===== config.mk =====
export PLATFORM = sky130hd
export DESIGN_NAME = hbp_host_port
export DESIGN_NICKNAME = d
export VERILOG_FILES = /design/src/hw/hbp_pkg.sv /design/src/hw/hbp_host_port.sv
export SDC_FILE = /design/constraint.sdc
export NUM_CORES = 1
export LEC_CHECK = 0
export BUFFER_PORTS_ARGS = -buffer_cell sky130_fd_sc_hd__buf_2
export CAP_MARGIN = 30
export CORE_ASPECT_RATIO = 1.5
export CORE_MARGIN = 5
export CORE_UTILIZATION = 32
export DETAILED_ROUTE_END_ITERATION = 6
export GPL_ROUTABILITY_DRIVEN = 0
export PLACE_DENSITY_LB_ADDON = 0.2
export SLEW_MARGIN = 20
export SYNTH_ARGS = -nofsm -noshare
export SYNTH_HDL_FRONTEND = slang
export SYNTH_SLANG_ARGS = --single-unit

===== constraint.sdc =====
create_clock -name i_clock -period 6.2 [get_ports i_clock]
set_input_delay 0.93 -clock i_clock [delete_from_list [all_inputs] [get_ports i_clock]]
set_output_delay 0.93 -clock i_clock [all_outputs]
set_load 0.01 [all_outputs]

===== src/hw/hbp_pkg.sv =====
// Package for the serial bus link host port.
// Assumes one host bus clock domain and big-endian pin numbering.
package hbp_pkg;
    // Host data bus width, bit 0 is the most significant bit
    localparam int HBP_DATA_W = 32;
    // Host word select width, bit 0 is the most significant bit
    localparam int HBP_ADDR_W = 8;
    // Quadlet index width: word select bits 0 to 5
    localparam int HBP_IDX_W = 6;
    // Reset values
    localparam logic [HBP_DATA_W-1:0] HBP_DATA_RST = 32'h0000_0000;
    localparam logic [HBP_IDX_W-1:0] HBP_IDX_RST = 6'h00;
    localparam logic HBP_HIGH = 1'b1;
    localparam logic HBP_LOW = 1'b0;

    // Host port sequence states, one-hot
    typedef enum logic [2:0] {
        HBP_IDLE = 3'b001,
        HBP_WAIT = 3'b010,
        HBP_ACK = 3'b100
    } hbp_state_t;
endpackage


===== src/hw/hbp_host_port.sv =====
// Host bus port of a serial bus link controller: pins to core strobes.
// Assumes the core register file and FIFOs answer on the same clock.
`timescale 1ns/1ps
`default_nettype none
module hbp_host_port
    import hbp_pkg::*;
(
    input wire logic i_clock,
    input wire logic i_rst,
    input wire logic i_access_sel_n,
    input wire logic i_write_sel_n,
    input wire logic [0:hbp_pkg::HBP_ADDR_W-1] i_host_word_select,
    input wire logic [0:hbp_pkg::HBP_DATA_W-1] i_host_data,
    output logic [0:hbp_pkg::HBP_DATA_W-1] o_host_data,
    output logic o_host_data_oe,
    output logic o_access_done_n,
    output logic o_int_n,
    output logic o_core_rd,
    output logic o_core_wr,
    output logic [hbp_pkg::HBP_IDX_W-1:0] o_core_index,
    output logic [0:hbp_pkg::HBP_DATA_W-1] o_core_wdata,
    input wire logic [0:hbp_pkg::HBP_DATA_W-1] i_core_rdata,
    input wire logic i_core_done,
    input wire logic i_core_irq
);
    import hbp_pkg::*;

    // All state of the port in one record
    typedef struct packed {
        logic cs_m; // Select, first sync stage
        logic cs_s; // Select, second sync stage
        logic wr_m; // Write select, first stage
        logic wr_s; // Write select, second stage
        logic [0:HBP_ADDR_W-1] adr_m; // Address, first stage
        logic [0:HBP_ADDR_W-1] adr_s; // Address, second stage
        logic [0:HBP_DATA_W-1] dat_m; // Data in, first stage
        logic [0:HBP_DATA_W-1] dat_s; // Data in, second stage
        hbp_state_t state; // Access sequence
        logic is_read; // Current access is a read
        logic rd; // Core read strobe
        logic wr; // Core write strobe
        logic [HBP_IDX_W-1:0] idx; // Quadlet index to core
        logic [0:HBP_DATA_W-1] wdata; // Write data to core
        logic [0:HBP_DATA_W-1] rdata; // Read data to pins
        logic oe; // Data bus drive enable
        logic ack_n; // Access acknowledge
        logic int_n; // Interrupt pin
    } hbp_regs_t;

    hbp_regs_t st_reg;
    hbp_regs_t st_next;

    // Next-state logic for the whole port
    always_comb begin
        st_next = st_reg;
        // Pins come from the host side, so two flops before any use
        st_next.cs_m = i_access_sel_n;
        st_next.cs_s = st_reg.cs_m;
        st_next.wr_m = i_write_sel_n;
        st_next.wr_s = st_reg.wr_m;
        st_next.adr_m = i_host_word_select;
        st_next.adr_s = st_reg.adr_m;
        st_next.dat_m = i_host_data;
        st_next.dat_s = st_reg.dat_m;
        // Strobes last one cycle only
        st_next.rd = HBP_LOW;
        st_next.wr = HBP_LOW;
        // Core interrupt level drives the active-low pin
        st_next.int_n = ~i_core_irq;
        case (st_reg.state)
            HBP_IDLE: begin
                st_next.ack_n = HBP_HIGH;
                st_next.oe = HBP_LOW;
                // Select low opens an access
                if (!st_reg.cs_s) begin
                    // Bit 0 is the MSB; lines 6 and 7 are ignored
                    st_next.idx = st_reg.adr_s[0:HBP_IDX_W-1];
                    st_next.wdata = st_reg.dat_s;
                    st_next.is_read = st_reg.wr_s;
                    st_next.rd = st_reg.wr_s;
                    st_next.wr = ~st_reg.wr_s;
                    st_next.state = HBP_WAIT;
                end
            end
            HBP_WAIT: begin
                // Hold off acknowledge until the core has finished
                if (i_core_done) begin
                    st_next.ack_n = HBP_LOW;
                    st_next.rdata = i_core_rdata;
                    st_next.oe = st_reg.is_read;
                    st_next.state = HBP_ACK;
                end
            end
            HBP_ACK: begin
                // Keep data and acknowledge until the host lets go
                if (st_reg.cs_s) begin
                    st_next.ack_n = HBP_HIGH;
                    st_next.oe = HBP_LOW;
                    st_next.state = HBP_IDLE;
                end
            end
            default: begin
                // Recover from an illegal code into a quiet idle
                st_next.ack_n = HBP_HIGH;
                st_next.oe = HBP_LOW;
                st_next.state = HBP_IDLE;
            end
        endcase
    end

    // State register; all of it runs on the host bus clock
    always_ff @(posedge i_clock or posedge i_rst) begin
        if (i_rst) begin
            st_reg.cs_m <= HBP_HIGH;
            st_reg.cs_s <= HBP_HIGH;
            st_reg.wr_m <= HBP_HIGH;
            st_reg.wr_s <= HBP_HIGH;
            st_reg.adr_m <= '0;
            st_reg.adr_s <= '0;
            st_reg.dat_m <= HBP_DATA_RST;
            st_reg.dat_s <= HBP_DATA_RST;
            st_reg.state <= HBP_IDLE;
            st_reg.is_read <= HBP_LOW;
            st_reg.rd <= HBP_LOW;
            st_reg.wr <= HBP_LOW;
            st_reg.idx <= HBP_IDX_RST;
            st_reg.wdata <= HBP_DATA_RST;
            st_reg.rdata <= HBP_DATA_RST;
            st_reg.oe <= HBP_LOW;
            st_reg.ack_n <= HBP_HIGH;
            st_reg.int_n <= HBP_HIGH;
        end else begin
            st_reg <= st_next;
        end
    end

    // Outputs straight from flops
    assign o_host_data = st_reg.rdata;
    assign o_host_data_oe = st_reg.oe;
    assign o_access_done_n = st_reg.ack_n;
    assign o_int_n = st_reg.int_n;
    assign o_core_rd = st_reg.rd;
    assign o_core_wr = st_reg.wr;
    assign o_core_index = st_reg.idx;
    assign o_core_wdata = st_reg.wdata;

    // Acknowledge stays high outside an access
    a_ack_idle_high: assert property (
        @(posedge i_clock) disable iff (i_rst)
        (st_reg.state == HBP_IDLE) |-> o_access_done_n)
        else $error("acknowledge low while idle");

    // Released select brings acknowledge back high next cycle
    a_ack_release: assert property (
        @(posedge i_clock) disable iff (i_rst)
        (!o_access_done_n && st_reg.cs_s) |=> o_access_done_n)
        else $error("acknowledge not released after select");

    // Read strobe only from select low with write select high
    a_read_cause: assert property (
        @(posedge i_clock) disable iff (i_rst)
        o_core_rd |-> $past(!st_reg.cs_s && st_reg.wr_s))
        else $error("read strobe without read request");

    // Write strobe only from select low with write select low
    a_write_cause: assert property (
        @(posedge i_clock) disable iff (i_rst)
        o_core_wr |-> $past(!st_reg.cs_s && !st_reg.wr_s))
        else $error("write strobe without write request");

    // Each strobe lasts one cycle, never back to back
    a_strobe_single: assert property (
        @(posedge i_clock) disable iff (i_rst)
        (o_core_rd || o_core_wr) |=> !(o_core_rd || o_core_wr))
        else $error("strobe longer than one cycle");

    // Core completion yields acknowledge on the next edge
    a_ack_on_done: assert property (
        @(posedge i_clock) disable iff (i_rst)
        (st_reg.state == HBP_WAIT && i_core_done) |=> !o_access_done_n)
        else $error("acknowledge missing after core done");

    // Data bus driven only during an acknowledged read
    a_drive_read: assert property (
        @(posedge i_clock) disable iff (i_rst)
        o_host_data_oe |-> (!o_access_done_n && st_reg.is_read))
        else $error("data bus driven outside read acknowledge");

    // Released select frees the data bus on the next edge
    a_oe_release: assert property (
        @(posedge i_clock) disable iff (i_rst)
        (o_host_data_oe && st_reg.cs_s) |=> !o_host_data_oe)
        else $error("data bus still driven after select release");

    // Acknowledge only falls out of the wait state
    a_ack_from_wait: assert property (
        @(posedge i_clock) disable iff (i_rst)
        $fell(o_access_done_n) |-> $past(st_reg.state == HBP_WAIT))
        else $error("acknowledge fell outside wait state");

    // Interrupt pin follows the core request one cycle later
    a_int_follow: assert property (
        @(posedge i_clock) disable iff (i_rst)
        i_core_irq |=> !o_int_n)
        else $error("interrupt pin not asserted");

    // Interrupt pin returns high once the core request is gone
    a_int_release: assert property (
        @(posedge i_clock) disable iff (i_rst)
        !i_core_irq |=> o_int_n)
        else $error("interrupt pin stuck low");

    // Index comes from the six most significant address bits
    a_index_msb: assert property (
        @(posedge i_clock) disable iff (i_rst)
        (o_core_rd || o_core_wr) |->
            o_core_index == $past(st_reg.adr_s[0:HBP_IDX_W-1]))
        else $error("index not from address bits 0 to 5");
endmodule
`default_nettype wire


==> out/summary.log, run 1 <==
[drt] final wirelength 9.38 mm
[critical_path] highest net fanout along the worst path 33
[sta] RSZ-0062 raised after global routing false
[drt] Detailed Route Iter0 Violations 81
[global_route] overall fraction of global-route tracks in use 9.68%
[logic_synthesis] register bit count reported by yosys 159
[layout] most common cell after layout, fill and taps aside sky130_fd_sc_hd__dfrtp_1
[global_route] global route total overflow 0
[layout] diode count 0
[drt] average wire length per cell after detail routing 14.4 µm
[flow_run] Max-cap violations 0
[sta] final hold vios 0
[power] largest voltage drop on the vdd net 0.214 mV
[critical_path] longest individual stage delay on the worst path 0.73 ns
[global_route] vias in the first global route 2912
[die] standard cell core area 0.0172 mm²
[die] # IOs 153
[logic_synthesis] share of the yosys chip area belonging to registers 72.0%
[power] power density over cell area 498 mW/mm²
[min_path] Hold WC Path Type flop to flop
[clock_tree] cts bufs inserted 17
[logic_synthesis] Post-Synthesis Net Count 408
[power] leakage power figure 3.12 nW
[sta] Max-slew headroom 38.3%
[sta] final worst path period share 33.1%
[critical_path] CP Cell Sequence buf_2, nand3b_1, nor2_4, mux2_2
[sta] f_max 488 MHz
[sta] Least-Margin Pin Slew 0.923 ns
[power] fraction of power consumed by sequential logic 43.8%
[drt] via count 2654
[clock_tree] Hold-fix buffers, CTS 0
[critical_path] data arrival time of the worst path 2.34 ns
[global_route] initial antenna violation count 0
[power] Overall Power 3.30 mW
[sta] minimum clock period after layout 2.05 ns
[logic_synthesis] Mapped Avg Cell Area 16.8 µm²
[clock_tree] clock sink count 159
[die] overall die width 117 µm
[critical_path] largest delay contributor family on the critical path simple AND/OR/NAND/NOR gates
[sta] Setup Total Neg Slack 0 ns
[layout] Layout Nets 502
[layout] fraction of final layout cells sized beyond drive strength 1 60.4%
[die] Row Count 59
[global_route] first-pass GRT wire length 15.1 mm
[clock_tree] clock tree from TritonCTS yes
[sta] least setup slack across all paths after layout 4.15 ns
[logic_synthesis] warnings from Yosys 0
[clock_tree] clock network latency to the later pin of the worst-skew pair 0.41 ns
[clock_tree] buffer type at the clock tree root sky130_fd_sc_hd__clkbuf_16
[critical_path] master of the slowest instance on the critical path sky130_fd_sc_hd__nor2_4
[placement] number of buffer cells added on primary ports 150
[drt] Post-DRT Antenna Nets 0
[critical_path] Setup CP Type input port to flop
[clock_tree] number of cells upsized or downsized after cts 0
[critical_path] critical path startpoint category input port
[critical_path] CP required 6.49 ns
[clock_tree] buffer levels on the longest clock path 2
[placement] half-perimeter wire length after placement 6.34 mm
[sta] endpoints failing setup 0
[clock_tree] Setup Fix Bufs, Post-CTS 0
[power] Clock Power Share 32.5%
[layout] number of standard cells in the layout, taps in and fillers out 650
[power] net switching power 0.909 mW
[sta] clock skew after layout 0.00681 ns
[layout] utilization after layout 38.5%
[layout] number of flip-flops under the largest register name 44
[die] Die Footprint 0.0201 mm²
[power] share of total power consumed by net switching 27.5%
[die] die height 171 µm
[die] starting utilization of the core area 32.2%
[placement] total placed cells including tap cells 617
[logic_synthesis] Synth Cell Area 0.00554 mm²
[clock_tree] clock-pin transition on the worst setup and hold timing paths 0.06 ns
[drt] DRC errors left 0
[layout] area grow syn2layout 19.6%
[global_route] pin count of the biggest net entering global routing 100
[logic_synthesis] gate count of the mapped netlist 330
[power] power share of the combinational group 23.7%
[status] run status completed
[logic_synthesis] library cells used by synthesis 23
[critical_path] kind of end point of the critical path flop
[critical_path] WP buf/inv 1
[drt] first-pass iteration count of the detailed router 4
[layout] most frequent cells in the layout sky130_fd_sc_hd__dfrtp_1 (152), sky130_fd_sc_hd__buf_2 (150), sky130_fd_sc_hd__mux2_2 (68)
[power] internal power of the cells 2.39 mW
[drt] via-per-instance ratio 4.08
[clock_tree] H-tree depth 4
[placement] worst slack at placement 3.62 ns
[sta] number of slew-limit violations in the final report 0
## cell usage after synthesis, drive strengths merged
cell	n	area, µm²
and2	1	6.26
nor4b	1	23.8
or2	1	6.26
nand2	1	3.75
nor2	3	13.8
nand3b	1	7.51
mux2	71	800
buf	79	606
inv	2	7.51
nand2b	1	6.26
o2bb2ai	1	8.76
dfstp	7	184
o31a	1	8.76
a21oi	3	15.0
o21ba	1	10.0
dfrtp	152	3800
nor3b	2	15.0
mux2i	1	10.0
nor2b	1	6.26
## worst register-to-register path: cells and delay by family, from the launching register on
family	cells	cell delay, ns
mux	1	0.44
simple gates	2	1.00
flops	1	0.47
## cells by family (layout without fill, tap and decap cells)
group | Yosys count | in the layout | share of synthesized area [%]
buffers and inverters | 81 | 188 | 11.1
flip-flops | 159 | 159 | 72.0
AND/OR/NAND/NOR | 12 | 12 | 1.60
multiplexers | 72 | 72 | 14.6
AO/OA/AOI/OAI | 6 | 6 | 0.768
## worst paths after layout
check                                  from         endpoint  slack [ns]  cells past startpoint
worst min-delay path            st_next[98]       st_reg[98]        0.34                      0
worst min register to register  st_next[98]       st_reg[98]        0.34                      0
max in group asynchronous             i_rst      st_reg[103]        4.30                      4
worst max-delay path            i_core_done  o_host_data[20]        4.15                      4
min in group asynchronous             i_rst      st_next[92]        0.46                      2
worst max register to register   st_reg[78]  o_host_data[20]        4.18                      3
## routing by layer
metal | GRT usage, % | up-vias | share of wire, %
met5 | 0 | - | 0
met4 | 5.60 | 0 | 2.1
li1 | - | 1204 | -
met3 | 3.45 | 14 | 6.1
met2 | 16.0 | 81 | 54
met1 | 10.8 | 1355 | 38
## power groups by stage
stage / logic, mW / registers (mW) / clock network [mW]
2_1_floorplan: 0.821 / 1.43 / 0
3_3_place_gp: 0.794 / 1.46 / 0
3_5_place_dp: 0.808 / 1.47 / 0
4_1_cts: 0.807 / 1.46 / 1.12
5_1_grt: 0.859 / 1.49 / 1.16
6_report: 0.783 / 1.45 / 1.07
## through the flow
step,area [µm²],hold slack (ns)
final,6630,0.343
after global routing,6630,0.352
after CTS,6600,0.343
after detailed placement,5990,0.335
after global placement,5990,0.333
after floorplan,5540,0.331
## area by class of cell
| cell class | count | area, µm² |
|---|---|---|
| Clock buffer | 21 | 460 |
| Tap cell | 213 | 267 |
| Inverter | 2 | 12.5 |
| Timing Repair Buffer | 154 | 801 |
| Clock inverter | 11 | 155 |
| Multi-Input combinational cell | 90 | 946 |
| Sequential cell | 159 | 3990 |
| Fill cell | 1667 | 10600 |
No activity file was read; power rests on OpenSTA's default activity.
==> inputs of run 2 (changes only) <==
--- a/config.mk
+++ b/config.mk
@@ -5,6 +5,7 @@
 export SDC_FILE = /design/constraint.sdc
 export NUM_CORES = 1
 export LEC_CHECK = 0
+export ABC_AREA = 1
 export BUFFER_PORTS_ARGS = -buffer_cell sky130_fd_sc_hd__buf_2
 export CAP_MARGIN = 30
 export CORE_ASPECT_RATIO = 1.5
==> constraint.sdc (replaced) <==
create_clock -name i_clock -period 1.9 [get_ports i_clock]
set_input_delay 0.285 -clock i_clock [delete_from_list [all_inputs] [get_ports i_clock]]
set_output_delay 0.285 -clock i_clock [all_outputs]
set_load 0.01 [all_outputs]
==> out/summary.log, run 2 <==
[status] run status completed
[drt] Detailed Route Iter0 Violations 179
[layout] area of combinational cells with multiple inputs 897 µm²
[layout] area grow syn2layout 27.5%
[critical_path] largest delay contributor family on the critical path flip-flops
[global_route] global route total overflow 0
[logic_synthesis] fraction of the mapped netlist area in simple logic gates 16.1%
[layout] utilization after layout 41.0%
[global_route] first-pass GRT wire length 17.6 mm
[sta] RSZ-0062 raised after global routing false
[clock_tree] clock tree from TritonCTS yes
[critical_path] CP Cell Sequence nand2_1, nor2_2, nand2_2, inv_2, buf_4, nand2_1, nand2_1
[logic_synthesis] number of flops mapped to enable cells by yosys 0
[sta] minimum clock period after layout 1.38 ns
[placement] worst slack at placement 0.505 ns
[drt] average wire length per cell after detail routing 12.6 µm
[logic_synthesis] Mapped Avg Cell Area 11.4 µm²
[sta] f_max 725 MHz
[clock_tree] clock-pin transition on the worst setup and hold timing paths 0.06 ns
[power] power density over cell area 1520 mW/mm²
[critical_path] CP required 2.25 ns
[critical_path] master of the slowest instance on the critical path sky130_fd_sc_hd__dfstp_2
[logic_synthesis] fraction of registers with async set/reset 100%
[critical_path] kind of end point of the critical path flop
[drt] DRC errors left 0
[clock_tree] Setup Fix Bufs, Post-CTS 0
[die] # IOs 153
[logic_synthesis] gate count of the mapped netlist 486
[min_path] Hold WC Path Type input port to asynchronous set/reset pin
[drt] final wirelength 10.6 mm
[die] Die Footprint 0.0200 mm²
[clock_tree] buffer type at the clock tree root sky130_fd_sc_hd__clkbuf_16
[logic_synthesis] Synth Cell Area 0.00553 mm²
[clock_tree] number of cells upsized or downsized after cts 0
[sta] worst-case hold slack 0.0173 ns
[sta] endpoints failing setup 0
[power] leakage power figure 3.76 nW
[logic_synthesis] Synth Area in Compound Gates 0.181%
[critical_path] longest individual stage delay on the worst path 0.55 ns
[logic_synthesis] Synth area leaders sky130_fd_sc_hd__dfrtp_1 (69%), sky130_fd_sc_hd__nand2_1 (15%), sky130_fd_sc_hd__buf_4 (9.5%)
[flow_run] Max-cap violations 0
[critical_path] most used cell along the critical path sky130_fd_sc_hd__nand2_1
[global_route] overall fraction of global-route tracks in use 11.3%
[drt] first-pass iteration count of the detailed router 4
[drt] via count 3314
[clock_tree] buffer levels on the longest clock path 2
[logic_synthesis] dominant synthesized flop cell sky130_fd_sc_hd__dfrtp_1
[die] standard cell core area 0.0172 mm²
[logic_synthesis] share of the synthesized area in the top cell type 68.8%
[critical_path] critical path startpoint category flop
[die] overall die width 117 µm
[layout] fraction of final layout cells sized beyond drive strength 1 32.3%
[sta] Max-slew headroom 58.3%
[placement] total placed cells including tap cells 772
[global_route] pin count of the biggest net entering global routing 110
[logic_synthesis] warnings from Yosys 0
[logic_synthesis] top post-synthesis cells by count sky130_fd_sc_hd__nand2_1 (223), sky130_fd_sc_hd__dfrtp_1 (152), sky130_fd_sc_hd__buf_4 (70)
[die] Row Count 59
[layout] Layout Nets 697
[layout] fin area 0.00704 mm²
[clock_tree] H-tree depth 4
[global_route] initial antenna violation count 1
[clock_tree] Hold-fix buffers, CTS 41
[logic_synthesis] top cell type by total area after synthesis sky130_fd_sc_hd__dfrtp_1
[logic_synthesis] Synth Area in Adders 0%
[sta] Least-Margin Pin Slew 0.625 ns
[critical_path] highest net fanout along the worst path 21
[critical_path] Setup CP Type flop to flop
[sta] final worst path period share 72.6%
[layout] most common cell after layout, fill and taps aside sky130_fd_sc_hd__nand2_1
[critical_path] data arrival time of the worst path 1.73 ns
[logic_synthesis] share of the yosys chip area belonging to registers 72.2%
[placement] half-perimeter wire length after placement 6.99 mm
[sta] final hold vios 0
[drt] via-per-instance ratio 3.92
[clock_tree] clock sink count 159
[placement] number of buffer cells added on primary ports 150
[logic_synthesis] portion of netlist area occupied by mux cells 0%
[power] Overall Power 10.7 mW
[clock_tree] clock network latency to the later pin of the worst-skew pair 0.41 ns
[layout] fillers 1675
[drt] Post-DRT Antenna Nets 0
[logic_synthesis] most numerous cell in the Yosys netlist sky130_fd_sc_hd__nand2_1
[die] die height 171 µm
[placement] area after detailed placement 0.00600 mm²
[sta] Setup Total Neg Slack 0 ns
[sta] clock skew after layout 0.00858 ns
[global_route] vias in the first global route 3565
[layout] most frequent cells in the layout sky130_fd_sc_hd__nand2_1 (223), sky130_fd_sc_hd__dfrtp_1 (152), sky130_fd_sc_hd__buf_2 (150)
[power] largest voltage drop on the vdd net 0.789 mV
[logic_synthesis] register bit count reported by yosys 159
[layout] number of standard cells in the layout, taps in and fillers out 846
[die] starting utilization of the core area 32.1%
[clock_tree] cts bufs inserted 17
[logic_synthesis] dominant combinational cell family by area after synthesis simple AND/OR/NAND/NOR gates
[sta] number of slew-limit violations in the final report 0
[logic_synthesis] Post-Synthesis Net Count 564
[sta] least setup slack across all paths after layout 0.520 ns
[critical_path] WP buf/inv 2
[layout] area occupied by registers 0.00399 mm²
[layout] number of flip-flops under the largest register name 44
[logic_synthesis] share of the synthesized netlist area taken by xor and xnor gates 0%
[logic_synthesis] library cells used by synthesis 16
-- run 2: cells by family after synthesis --
kind of cell | count (synthesis)
compound gates | 2
simple gates | 232
buf+inv | 93
flops | 159
-- run 2: layout make-up --
cell class,instances,area share [%]
Multi-Input combinational cell,234,12.7
Antenna cell,1,0.0355
Clock buffer,19,6.43
Sequential cell,159,56.6
Timing Repair Buffer,198,17.4
Inverter,9,0.533
Clock inverter,13,2.47
Tap cell,213,3.78
-- run 2: worst register-to-register path: stages (launching register included) --
cell                      delay (ns)
sky130_fd_sc_hd__dfstp_2        0.55
sky130_fd_sc_hd__nand2_1        0.07
sky130_fd_sc_hd__nor2_2         0.13
sky130_fd_sc_hd__nand2_2        0.10
sky130_fd_sc_hd__inv_2          0.06
sky130_fd_sc_hd__buf_4          0.25
sky130_fd_sc_hd__nand2_1        0.09
sky130_fd_sc_hd__nand2_1        0.07
-- run 2: routing by layer --
layer  GRT usage, %  up-vias  part of all wire [%]
li1               -     1663                     -
met1           14.2     1530                    43
met2           17.2      111                    47
met3           5.06       10                   8.4
met4           4.19        0                   1.3
met5              0        -                     0
-- run 2: path summary, 6_finish.rpt --
path	start	cells after the start	slack [ns]	endpoint
hold / removal	i_rst	3	0.02	o_core_wdata[17]
max in group asynchronous	i_rst	3	1.37	o_host_data[30]
hold reg to reg	st_next[81]	0	0.34	st_reg[81]
setup / recovery	st_reg[76]	7	0.52	o_core_wdata[27]
min in group i_clock	i_core_rdata[1]	3	0.06	o_host_data[1]
setup reg to reg	st_reg[76]	7	0.52	o_core_wdata[27]
-- run 2: power by group --
part | internal, mW | leakage [nW] | switching [mW]
combinational | 1.02 | 1.54 | 1.49
sequential | 4.24 | 1.91 | 0.411
clock | 2.17 | 0.309 | 1.39
